<file path="src/verilog/linked_load_defines.svh">
// Purpose: Offsets, field positions, codes and reset values of the linked load unit
// Assumes: 32-bit instruction words, APB register window of 4 KiB
// Notes: Definitions only
`ifndef LINKED_LOAD_DEFINES_SVH
`define LINKED_LOAD_DEFINES_SVH

// Instruction fields
`define MAJOR_MSB 31
`define MAJOR_LSB 26
`define DEST1_MSB 25
`define DEST1_LSB 21
`define BASE_MSB 20
`define BASE_LSB 16
`define GROUP_MSB 15
`define GROUP_LSB 12
`define SUB_MSB 11
`define SUB_LSB 9
`define OFFSET_MSB 8
`define OFFSET_LSB 0
`define DEST2_MSB 8
`define DEST2_LSB 4

// Opcode values
`define MAJOR_GROUP_C 6'h18
`define LINKED_LOAD_MINOR_CODE 4'h3
`define LINKED_WORD_SUB 3'h0
`define USER_SPACE_LOAD_GROUP 4'h6
`define LINKED_USER_SUB 3'h6
`define LINKED_PAIR_GROUP 4'h1
`define LINKED_PAIR_SUB 3'h0

// APB register offsets
`define CTRL_OFFSET 12'h000
`define LINK_OFFSET 12'h004
`define STATUS_OFFSET 12'h008
`define GPR_WINDOW_TAG 5'h01
`define GPR_WINDOW_MSB 11
`define GPR_WINDOW_LSB 7

// Control fields
`define CTRL_EVA_BIT 0
`define CTRL_XNP_BIT 1
`define CTRL_COP_BIT 2
`define CTRL_RESET 3'h5
`define LINK_RESET 32'h0000_0000

// Status fields
`define STATUS_BUSY_BIT 0
`define STATUS_EXC_LSB 4

`endif

</file>
<file path="src/verilog/linked_load_pkg.sv">
// Purpose: Types shared by the linked load unit
// Assumes: Nothing
// Notes: Constants live in linked_load_defines.svh
package linked_load_pkg;

  typedef enum logic [2:0] {
    EXC_NONE = 3'h0,
    EXC_ADDRESS = 3'h1,
    EXC_RESERVED = 3'h2,
    EXC_COP_UNUSABLE = 3'h3,
    EXC_TLB_REFILL = 3'h4,
    EXC_TLB_INVALID = 3'h5,
    EXC_WATCH = 3'h6
  } exc_type;

  typedef enum logic [1:0] {
    OP_NONE = 2'h0,
    OP_LINKED_WORD = 2'h1,
    OP_LINKED_USER = 2'h2,
    OP_LINKED_PAIR = 2'h3
  } op_type;

  typedef enum logic [1:0] {
    SEG_MAPPED_USER_SUPER_UNMAPPED_KERNEL = 2'h0,
    SEG_UNMAPPED_ALL = 2'h1,
    SEG_MAPPED_USER_SUPER_KERNEL = 2'h2,
    SEG_KERNEL_ONLY = 2'h3
  } seg_mode_type;

  typedef enum logic [2:0] {
    PH_IDLE = 3'h0,
    PH_READ_BASE = 3'h1,
    PH_TRANSLATE = 3'h2,
    PH_WRITE_LOW = 3'h3,
    PH_WRITE_HIGH = 3'h4,
    PH_DONE = 3'h5,
    PH_APB_READ = 3'h6
  } phase_type;

  typedef struct packed {
    op_type op;
    exc_type exc;
    logic [4:0] dest1;
    logic [4:0] dest2;
    logic [4:0] base;
    logic [31:0] offset;
  } decode_type;

  typedef struct packed {
    phase_type ph;
    logic issue_ready;
    decode_type dec;
    logic [31:0] vaddr;
    logic [63:0] data;
    logic mem_req;
    logic done_valid;
    exc_type done_exc;
    exc_type last_exc;
    logic [31:0] link_addr;
    logic [2:0] cfg;
    logic pready;
    logic pslverr;
    logic [31:0] prdata;
    logic [4:0] rd_addr;
    logic we;
    logic [4:0] wr_addr;
    logic [31:0] wr_data;
    logic user_map;
    logic pair;
  } core_state_type;

endpackage

</file>
<file path="src/verilog/gpr_port_if.sv">
// Purpose: Read and write port of the general register file
// Assumes: Read data one clock after the address
// Notes: Owner drives, store answers
`timescale 1ns/1ps
`default_nettype none
interface gpr_port_if;
  logic [4:0] rd_addr;
  logic [31:0] rd_data;
  logic we;
  logic [4:0] wr_addr;
  logic [31:0] wr_data;
  modport owner (output rd_addr, output we, output wr_addr, output wr_data, input rd_data);
  modport store (input rd_addr, input we, input wr_addr, input wr_data, output rd_data);
endinterface
`default_nettype wire

</file>
<file path="src/verilog/load_linked_execution.sv">
// Purpose: Execute linked word, user-space linked word and linked pair loads
// Assumes: Translation and memory answer on mem_ack; APB slave for control
// Notes: One instruction in flight; APB register-file access waits for idle
//   Every output is taken from the state register
//   Link flag is bit 0 of the link address
// Operation
// - Word linked load: major 011000, bits 15:12 0011, bits 11:9 000.
// - User-space linked load: major 011000, group 0110, bits 11:9 110.
// - Word loads add sign-extended 9-bit offset to base; older releases 16-bit.
// - Word load writes the fetched aligned 32-bit word unchanged to target.
// - Nonzero low two address bits raise address error.
// - At most one active read-modify-write sequence per processor.
// - Each linked load starts a new sequence replacing any older one.
// - Success sets link flag and link address; flag is its bit 0.
// - A linked load never forces remote conditional stores to fail.
// - Abandoning a sequence needs no completing instruction and is no error.
// - User-space load uses user mapping; other user-accessible modes also reachable.
// - User-space load exists only with enhanced addressing, needs coprocessor access.
// - Each load raises only its own listed exception kinds.
// - Pair load reads 64 bits; low word first dest, high word second.
// - Pair load is one double-word atomic access.
// - Pair load has no offset; base is the address.
// - Pair load leaves double-word aligned physical address in link register.
// - Cacheless operation allowed; link address register may then be dropped.
// - Pair load present only when pair disable reads 0, else reserved.
//
// Local design decisions: the register offsets and the APB register port.
`timescale 1ns/1ps
`default_nettype none
`include "linked_load_defines.svh"
module load_linked_execution (
  input wire logic clock,
  input wire logic nrst,
  input wire logic psel,
  input wire logic penable,
  input wire logic pwrite,
  input wire logic [11:0] paddr,
  input wire logic [31:0] pwdata,
  output logic [31:0] prdata,
  output logic pready,
  output logic pslverr,
  input wire logic issue_valid,
  input wire logic [31:0] issue_instr,
  output logic issue_ready,
  output logic mem_req,
  output logic [31:0] mem_vaddr,
  output logic mem_user_map,
  output logic mem_pair,
  input wire logic mem_ack,
  input wire logic [31:0] mem_paddr,
  input wire logic [63:0] mem_rdata,
  input wire logic [1:0] mem_seg_mode,
  input wire logic mem_exc_valid,
  input wire logic [2:0] mem_exc,
  output logic done_valid,
  output logic [2:0] done_exc,
  input wire logic link_clear,
  output logic [31:0] link_address,
  output logic link_flag
);
  function automatic logic misaligned(input logic [31:0] a, input logic pair);
    if (pair)
    begin
      misaligned = a[2:0] != 3'h0;
    end
    else
    begin
      misaligned = a[1:0] != 2'h0;
    end
  endfunction

  function automatic logic [31:0] link_value(input logic [31:0] a);
    link_value = {a[31:1], 1'b1};
  endfunction

  // Registered state and its next value
  linked_load_pkg::core_state_type q;
  linked_load_pkg::core_state_type n;
  linked_load_pkg::decode_type dec;
  logic apb_access;
  logic in_gpr;
  logic is_pair;
  logic [31:0] ea;

  // General register file and its port
  gpr_port_if gpr ();

  gpr_file regs (
    .clock(clock),
    .nrst(nrst),
    .port(gpr)
  );

  // Instruction decoder
  linked_load_decode decoder (
    .instr(issue_instr),
    .cfg(q.cfg),
    .dec(dec)
  );

  // Register-file port
  assign gpr.rd_addr = n.rd_addr;
  assign gpr.we = q.we;
  assign gpr.wr_addr = q.wr_addr;
  assign gpr.wr_data = q.wr_data;

  // Bus access decode
  assign apb_access = psel && penable && !q.pready;
  assign in_gpr = paddr[`GPR_WINDOW_MSB:`GPR_WINDOW_LSB] == `GPR_WINDOW_TAG
                  && paddr[1:0] == 2'h0;
  assign is_pair = q.dec.op == linked_load_pkg::OP_LINKED_PAIR;
  // Effective address from the base register read
  assign ea = gpr.rd_data + q.dec.offset;

  // Next state of the whole unit
  always_comb
  begin
    n = q;
    n.done_valid = 1'b0;
    n.we = 1'b0;
    n.pready = 1'b0;
    n.pslverr = 1'b0;

    if (link_clear)
    begin
      n.link_addr[0] = 1'b0;
    end

    // Control and status registers answer in any phase
    if (apb_access && !in_gpr)
    begin
      n.pready = 1'b1;
      n.prdata = 32'h0000_0000;
      unique case (paddr)
        `CTRL_OFFSET:
        begin
          n.prdata = {29'h0000_0000, q.cfg};
          if (pwrite)
          begin
            n.cfg = pwdata[2:0];
          end
        end

        `LINK_OFFSET:
        begin
          n.prdata = q.link_addr;
          if (pwrite)
          begin
            n.link_addr = pwdata;
          end
        end

        `STATUS_OFFSET:
        begin
          n.prdata = 32'h0000_0000;
          n.prdata[`STATUS_BUSY_BIT] = q.ph != linked_load_pkg::PH_IDLE;
          n.prdata[`STATUS_EXC_LSB +: 3] = q.last_exc;
        end

        default:
        begin
          n.pslverr = 1'b1;
        end
      endcase
    end

    // Instruction engine
    unique case (q.ph)
      linked_load_pkg::PH_IDLE:
      begin
        if (issue_valid && q.issue_ready)
        begin
          n.dec = dec;
          n.user_map = dec.op == linked_load_pkg::OP_LINKED_USER;
          n.pair = dec.op == linked_load_pkg::OP_LINKED_PAIR;
          if (dec.exc != linked_load_pkg::EXC_NONE)
          begin
            n.done_exc = dec.exc;
            n.done_valid = 1'b1;
            n.ph = linked_load_pkg::PH_DONE;
          end
          else
          begin
            n.rd_addr = dec.base;
            n.ph = linked_load_pkg::PH_READ_BASE;
          end
        end
        else if (apb_access && in_gpr && pwrite)
        begin
          n.we = 1'b1;
          n.wr_addr = paddr[6:2];
          n.wr_data = pwdata;
          n.pready = 1'b1;
        end
        else if (apb_access && in_gpr)
        begin
          n.rd_addr = paddr[6:2];
          n.ph = linked_load_pkg::PH_APB_READ;
        end
      end

      // Register-file read for the bus
      linked_load_pkg::PH_APB_READ:
      begin
        n.prdata = gpr.rd_data;
        n.pready = 1'b1;
        n.ph = linked_load_pkg::PH_IDLE;
      end

      // Effective address and alignment
      linked_load_pkg::PH_READ_BASE:
      begin
        n.vaddr = ea;
        if (misaligned(ea, is_pair))
        begin
          n.done_exc = linked_load_pkg::EXC_ADDRESS;
          n.done_valid = 1'b1;
          n.ph = linked_load_pkg::PH_DONE;
        end
        else
        begin
          n.mem_req = 1'b1;
          n.ph = linked_load_pkg::PH_TRANSLATE;
        end
      end

      // Wait for translation and data
      linked_load_pkg::PH_TRANSLATE:
      begin
        if (mem_ack)
        begin
          n.mem_req = 1'b0;
          if (mem_exc_valid)
          begin
            n.done_exc = linked_load_pkg::exc_type'(mem_exc);
            n.done_valid = 1'b1;
            n.ph = linked_load_pkg::PH_DONE;
          end
          else if (q.dec.op == linked_load_pkg::OP_LINKED_USER
                   && mem_seg_mode == linked_load_pkg::SEG_KERNEL_ONLY)
          begin
            n.done_exc = linked_load_pkg::EXC_ADDRESS;
            n.done_valid = 1'b1;
            n.ph = linked_load_pkg::PH_DONE;
          end
          else
          begin
            n.data = mem_rdata;
            if (is_pair)
            begin
              n.vaddr = {mem_paddr[31:3], 3'h0};
            end
            else
            begin
              n.vaddr = {mem_paddr[31:2], 2'h0};
            end
            n.we = q.dec.dest1 != 5'h00;
            n.wr_addr = q.dec.dest1;
            n.wr_data = mem_rdata[31:0];
            n.ph = linked_load_pkg::PH_WRITE_LOW;
          end
        end
      end

      // First destination written, link set for word loads
      linked_load_pkg::PH_WRITE_LOW:
      begin
        if (is_pair)
        begin
          n.we = q.dec.dest2 != 5'h00;
          n.wr_addr = q.dec.dest2;
          n.wr_data = q.data[63:32];
          n.ph = linked_load_pkg::PH_WRITE_HIGH;
        end
        else
        begin
          n.link_addr = link_value(q.vaddr);
          n.done_exc = linked_load_pkg::EXC_NONE;
          n.done_valid = 1'b1;
          n.ph = linked_load_pkg::PH_DONE;
        end
      end

      // Second destination written, link set
      linked_load_pkg::PH_WRITE_HIGH:
      begin
        n.link_addr = link_value(q.vaddr);
        n.done_exc = linked_load_pkg::EXC_NONE;
        n.done_valid = 1'b1;
        n.ph = linked_load_pkg::PH_DONE;
      end

      // Completion pulse
      linked_load_pkg::PH_DONE:
      begin
        n.last_exc = q.done_exc;
        n.ph = linked_load_pkg::PH_IDLE;
      end

      default:
      begin
        n.ph = linked_load_pkg::PH_IDLE;
      end
    endcase

    n.issue_ready = n.ph == linked_load_pkg::PH_IDLE;
  end

  // State register
  always_ff @(posedge clock)
  begin
    if (!nrst)
    begin
      q <= '0;
      q.ph <= linked_load_pkg::PH_IDLE;
      q.cfg <= `CTRL_RESET;
      q.link_addr <= `LINK_RESET;
    end
    else
    begin
      q <= n;
    end
  end

  // Link state is local only: nothing here reaches other processors
  assign link_address = q.link_addr;
  assign link_flag = q.link_addr[0];
  assign prdata = q.prdata;
  assign pready = q.pready;
  assign pslverr = q.pslverr;
  assign issue_ready = q.issue_ready;
  assign mem_req = q.mem_req;
  assign mem_vaddr = q.vaddr;
  assign mem_user_map = q.user_map;
  assign mem_pair = q.pair;
  assign done_valid = q.done_valid;
  assign done_exc = q.done_exc;
endmodule
`default_nettype wire

</file>
<file path="src/verilog/gpr_file.sv">
// Purpose: 32 general registers, one registered read port, one write port
// Assumes: Synchronous active-low reset clears only the read register
// Notes: Write to the same address as a read is bypassed
`timescale 1ns/1ps
`default_nettype none
module gpr_file (
  input wire logic clock,
  input wire logic nrst,
  gpr_port_if.store port
);
  logic [31:0] mem [32];
  logic [31:0] rd_q;

  assign port.rd_data = rd_q;

  always_ff @(posedge clock)
  begin
    if (port.we && port.wr_addr != 5'h00)
    begin
      mem[port.wr_addr] <= port.wr_data;
    end
    if (!nrst || port.rd_addr == 5'h00)
    begin
      rd_q <= 32'h0000_0000;
    end
    else if (port.we && port.wr_addr == port.rd_addr)
    begin
      rd_q <= port.wr_data;
    end
    else
    begin
      rd_q <= mem[port.rd_addr];
    end
  end
endmodule
`default_nettype wire

</file>
<file path="src/verilog/linked_load_decode.sv">
// Purpose: Recognise the linked load family and check availability
// Assumes: cfg bits as held in the control register
// Notes: Purely combinational
`timescale 1ns/1ps
`default_nettype none
`include "linked_load_defines.svh"
module linked_load_decode (
  input wire logic [31:0] instr,
  input wire logic [2:0] cfg,
  output linked_load_pkg::decode_type dec
);
  function automatic logic [31:0] sext9(input logic [8:0] v);
    sext9 = {{23{v[8]}}, v};
  endfunction

  logic [5:0] major;
  logic [3:0] group;
  logic [2:0] sub;

  assign major = instr[`MAJOR_MSB:`MAJOR_LSB];
  assign group = instr[`GROUP_MSB:`GROUP_LSB];
  assign sub = instr[`SUB_MSB:`SUB_LSB];

  always_comb
  begin
    dec.dest1 = instr[`DEST1_MSB:`DEST1_LSB];
    dec.dest2 = instr[`DEST2_MSB:`DEST2_LSB];
    dec.base = instr[`BASE_MSB:`BASE_LSB];
    dec.offset = sext9(instr[`OFFSET_MSB:`OFFSET_LSB]);
    dec.op = linked_load_pkg::OP_NONE;
    dec.exc = linked_load_pkg::EXC_RESERVED;
    if (major == `MAJOR_GROUP_C)
    begin
      if (group == `LINKED_LOAD_MINOR_CODE && sub == `LINKED_WORD_SUB)
      begin
        dec.op = linked_load_pkg::OP_LINKED_WORD;
        dec.exc = linked_load_pkg::EXC_NONE;
      end
      else if (group == `USER_SPACE_LOAD_GROUP && sub == `LINKED_USER_SUB)
      begin
        dec.op = linked_load_pkg::OP_LINKED_USER;
        if (!cfg[`CTRL_EVA_BIT])
        begin
          dec.exc = linked_load_pkg::EXC_RESERVED;
        end
        else if (!cfg[`CTRL_COP_BIT])
        begin
          dec.exc = linked_load_pkg::EXC_COP_UNUSABLE;
        end
        else
        begin
          dec.exc = linked_load_pkg::EXC_NONE;
        end
      end
      else if (group == `LINKED_PAIR_GROUP && sub == `LINKED_PAIR_SUB)
      begin
        dec.op = linked_load_pkg::OP_LINKED_PAIR;
        dec.offset = 32'h0000_0000;
        dec.exc = cfg[`CTRL_XNP_BIT] ? linked_load_pkg::EXC_RESERVED
                                     : linked_load_pkg::EXC_NONE;
      end
    end
  end
endmodule
`default_nettype wire

</file>
<file path="config.mk">
export PLATFORM = sky130hd
export DESIGN_NAME = load_linked_execution
export DESIGN_NICKNAME = d
export VERILOG_FILES = /design/src/verilog/linked_load_pkg.sv /design/src/verilog/gpr_port_if.sv /design/src/verilog/load_linked_execution.sv /design/src/verilog/gpr_file.sv /design/src/verilog/linked_load_decode.sv
export VERILOG_INCLUDE_DIRS = /design/src /design/src/verilog
export SDC_FILE = /design/constraint.sdc
export NUM_CORES = 2
export LEC_CHECK = 0
export BUFFER_PORTS_ARGS = -buffer_cell sky130_fd_sc_hd__buf_2
export CAP_MARGIN = 10
export CELL_PAD_IN_SITES_DETAIL_PLACEMENT = 1
export CELL_PAD_IN_SITES_GLOBAL_PLACEMENT = 1
export CORE_UTILIZATION = 56
export DETAILED_ROUTE_END_ITERATION = 10
export GPL_TIMING_DRIVEN = 0
export PLACE_DENSITY_LB_ADDON = 0.1
export REMOVE_ABC_BUFFERS = 1
export SKIP_CTS_REPAIR_TIMING = 1
export SYNTH_ARGS = -nofsm -noshare
export SYNTH_HDL_FRONTEND = slang
export SYNTH_HIERARCHICAL = 1
export SYNTH_SLANG_ARGS = --single-unit
</file>
<file path="constraint.sdc">
create_clock -name clock -period 5.8 [get_ports clock]
set_clock_uncertainty 0.1 [all_clocks]
set_input_delay 0.29 -clock clock [delete_from_list [all_inputs] [get_ports clock]]
set_output_delay 0.29 -clock clock [all_outputs]
set_load 0.02 [all_outputs]
</file>
==> flow_metrics.env <==
export IMPL_status="complete, but fails checks"
export IMPL_violations="hold timing"
export IMPL_hold_depth=3
export IMPL_start_util=0.5672
export IMPL_clockBufferDepth=3
export IMPL_final_hold_viol_count=9
export IMPL_place_congestion=0.9015
export IMPL_leakage_nw=22.58
export IMPL_wirelength_mm=164.1
export IMPL_crit_required_ps=6240
export IMPL_min_period_ps=5798
export IMPL_detail_route_first_pass_iterations=11
export IMPL_clk_pin_slew_ps=60
export IMPL_drive_gt1_frac=0.2511
export IMPL_io_pins=293
export IMPL_netlist_area_mm2=0.05215
export IMPL_mostFrequentLayoutCells="1024 x edfxtp_1, 290 x buf_2, 266 x dfxtp_1, 256 x mux4_2, 240 x nand2_1"
export IMPL_ir_drop_v=0.0003165
export IMPL_final_cells=4949
export IMPL_slowest_stage="a21bo_2"
export IMPL_grt_overflow=0
export IMPL_ys_warn_count=6
export IMPL_grt_use_total=0.3331
export IMPL_endpoint_kind="flip-flop"
export IMPL_synth_cell_type_count=85
export IMPL_die_h_um=307.2
export IMPL_synth_edf_count=1024
export IMPL_core_area_mm2=0.09194
export IMPL_grt_max_degree=144
export IMPL_nNetsFinal=3813
export IMPL_layout_commonest_cell="edfxtp_1"
export IMPL_drtAntennaViolNets=0
export IMPL_viasPerCell=6.622
export IMPL_dp_hpwl_mm=103.3
export IMPL_crit_family="simple AND/OR/NAND/NOR gates"
export IMPL_holdCritPathClass="in -> reg"
export IMPL_tightest_slew_ps=1353
export IMPL_seqCellArea_mm2=0.03607
export IMPL_ys_flop_type="edfxtp_1"
export IMPL_arrival_ps=6240
export IMPL_setup_violations=0
export IMPL_syn_inst=3214
export IMPL_antenna_found_initial=8
export IMPL_die_x_um=307.2
export IMPL_avgSynthCellArea_um2=16.22
export IMPL_dp_cells=4542
export IMPL_max_slew_margin_rel=0.09671
export IMPL_cts_sinks=1290
export IMPL_crit_chain="nand4_1, o22a_1, nor3_1, nand2_1, a21oi_4, nor2_1, a21oi_4, buf_12, xor2_1, nor4_2, a21bo_2, o22ai_1, nor3_1"
export IMPL_drc=0
export IMPL_multiInputGateArea_mm2=0.01458
export IMPL_path_depth=13
export IMPL_n_fill_cell=7967
export IMPL_cp_buffers_inverters=1
export IMPL_whs_ps=-27.77
export IMPL_powerDensity_mw_per_mm2=343.5
export IMPL_r2r_cells=13
export IMPL_power_mw=21.15
export IMPL_cap_violations=0
export IMPL_htreeDepth=4
export IMPL_cpPeakStageDelay_ps=950
export IMPL_path_class="reg -> reg"
export IMPL_ys_seq_elements=1290
export IMPL_portBuffers=290
export IMPL_via_count=32772
export IMPL_row_count=111
export IMPL_avgRoutedWirePerCell_um=33.17
export IMPL_max_freq_mhz=172.5
export IMPL_dp_slack_ps=-455.7
export IMPL_cts_buffers=134
export IMPL_cp_start_kind="flip-flop"
export IMPL_grt_pass1_vias=32687
export IMPL_syn_to_final_growth_pct=18.09
export IMPL_critPathMaxFanout=32
export IMPL_ys_seq_area_frac=0.6918
export IMPL_drtIter0Drc=4154
export IMPL_cts_tree="done"
export IMPL_drv_slew=0
export IMPL_synthArstFlopShare=0
export IMPL_clkLatencyLatePin_ps=760
export IMPL_period_share=0.9997
export IMPL_fin_ws_ps=1.692
export IMPL_grt_pass1_wl_mm=225.2
export IMPL_root_buffer="clkbuf_16"
export IMPL_finalSetupTns_ps=0
export IMPL_die_area_mm2=0.09434
==> sequential cells by signal (all words and copies together), names as in the netlist <==
register,count
regs/mem,1024
q,90
gpr.wr_data,32
link_address,32
mem_vaddr,32
prdata,32
regs/port.rd_data,32
gpr.wr_addr,5
done_exc,3
done_valid,1
gpr.we,1
issue_ready,1
mem_pair,1
mem_req,1
mem_user_map,1
pready,1
pslverr,1
==> through the flow <==
stage / utilization / hold WS [ps] / instance area [µm²]
6_report: 0.6698 / -27.77 / 61580
5_1_grt: 0.6698 / 1.806 / 61580
4_1_cts: 0.6518 / -357.0 / 59920
3_5_place_dp: 0.6049 / 350.1 / 55610
3_3_place_gp: 0.5801 / 341.1 / 53340
2_1_floorplan: - / 251.9 / 50330
==> worst reg2reg max path, cell delays in order, from the launching register on <==
cell and delay (ps):
dfxtp_1 410, nand4_1 110, o22a_1 250, nor3_1 380, nand2_1 290, a21oi_4 250, nor2_1 100, a21oi_4 600
buf_12 290, xor2_1 130, nor4_2 660, a21bo_2 950, o22ai_1 260, nor3_1 820
==> synth_stat cells, types with 31 or more instances <==
master | n | area [µm²]
ha_1 | 31 | 387.9
o21ai_0 | 40 | 200.2
o22ai_1 | 93 | 581.8
nand2_1 | 244 | 915.9
mux4_2 | 256 | 5766
nor2_1 | 187 | 701.9
buf_2 | 53 | 265.3
a21oi_1 | 174 | 870.8
a211oi_1 | 37 | 277.8
dfxtp_1 | 266 | 5325
a222oi_1 | 71 | 710.7
clkbuf_1 | 110 | 412.9
buf_4 | 161 | 1209
edfxtp_1 | 1024 | 30750
nor3_1 | 41 | 205.2
mux2i_1 | 109 | 1091
==> where the power goes <==
part | switching, mW | internal [mW]
registers | 0.330 | 10.2
clock network | 3.66 | 4.89
logic | 1.38 | 0.697
total | 5.37 | 15.8
==> final cells by class <==
cell class / count / share of cell area
diodes: 3 / 0.0001219
clock buffers: 173 / 0.05965
flip-flops and latches: 1290 / 0.5858
repair buffers: 548 / 0.08141
multi-input cells: 1611 / 0.2367
well taps: 1243 / 0.02526
clock inverters: 71 / 0.01032
inverters: 10 / 0.0007315
==> path summary, 6_finish.rpt <==
path                       startpoint                          endpoint  slack (ps)
setup / recovery   q[81]$_SDFFE_PN1P_  regs/port.rd_data[11]$_SDFF_PP0_           2
hold / removal          mem_rdata[20]      gpr.wr_data[20]$_SDFFE_PN0P_         -30
setup reg to reg   q[81]$_SDFFE_PN1P_  regs/port.rd_data[11]$_SDFF_PP0_           2
hold reg to reg   q[176]$_SDFFE_PN0P_               q[176]$_SDFFE_PN0P_         360
==> per-layer routing <==
metal  track usage  routed length [µm]  vias up
met5             0                   9        -
li1              -                   -    13350
met2        0.5595               82030     1944
met1        0.4413               61740    17084
met3       0.05706               14170      392
met4        0.1160                6191        2
==> cells by family after synthesis <==
family	synth area share
multiplexers	0.1341
buffers and inverters	0.03777
other	0.0001440
flip-flops	0.6918
AND/OR/NAND/NOR	0.05072
AO/OA/AOI/OAI	0.07246
adder cells (fa/ha/maj)	0.007822
XOR/XNOR	0.005207
(Power assumes the default switching activity.)
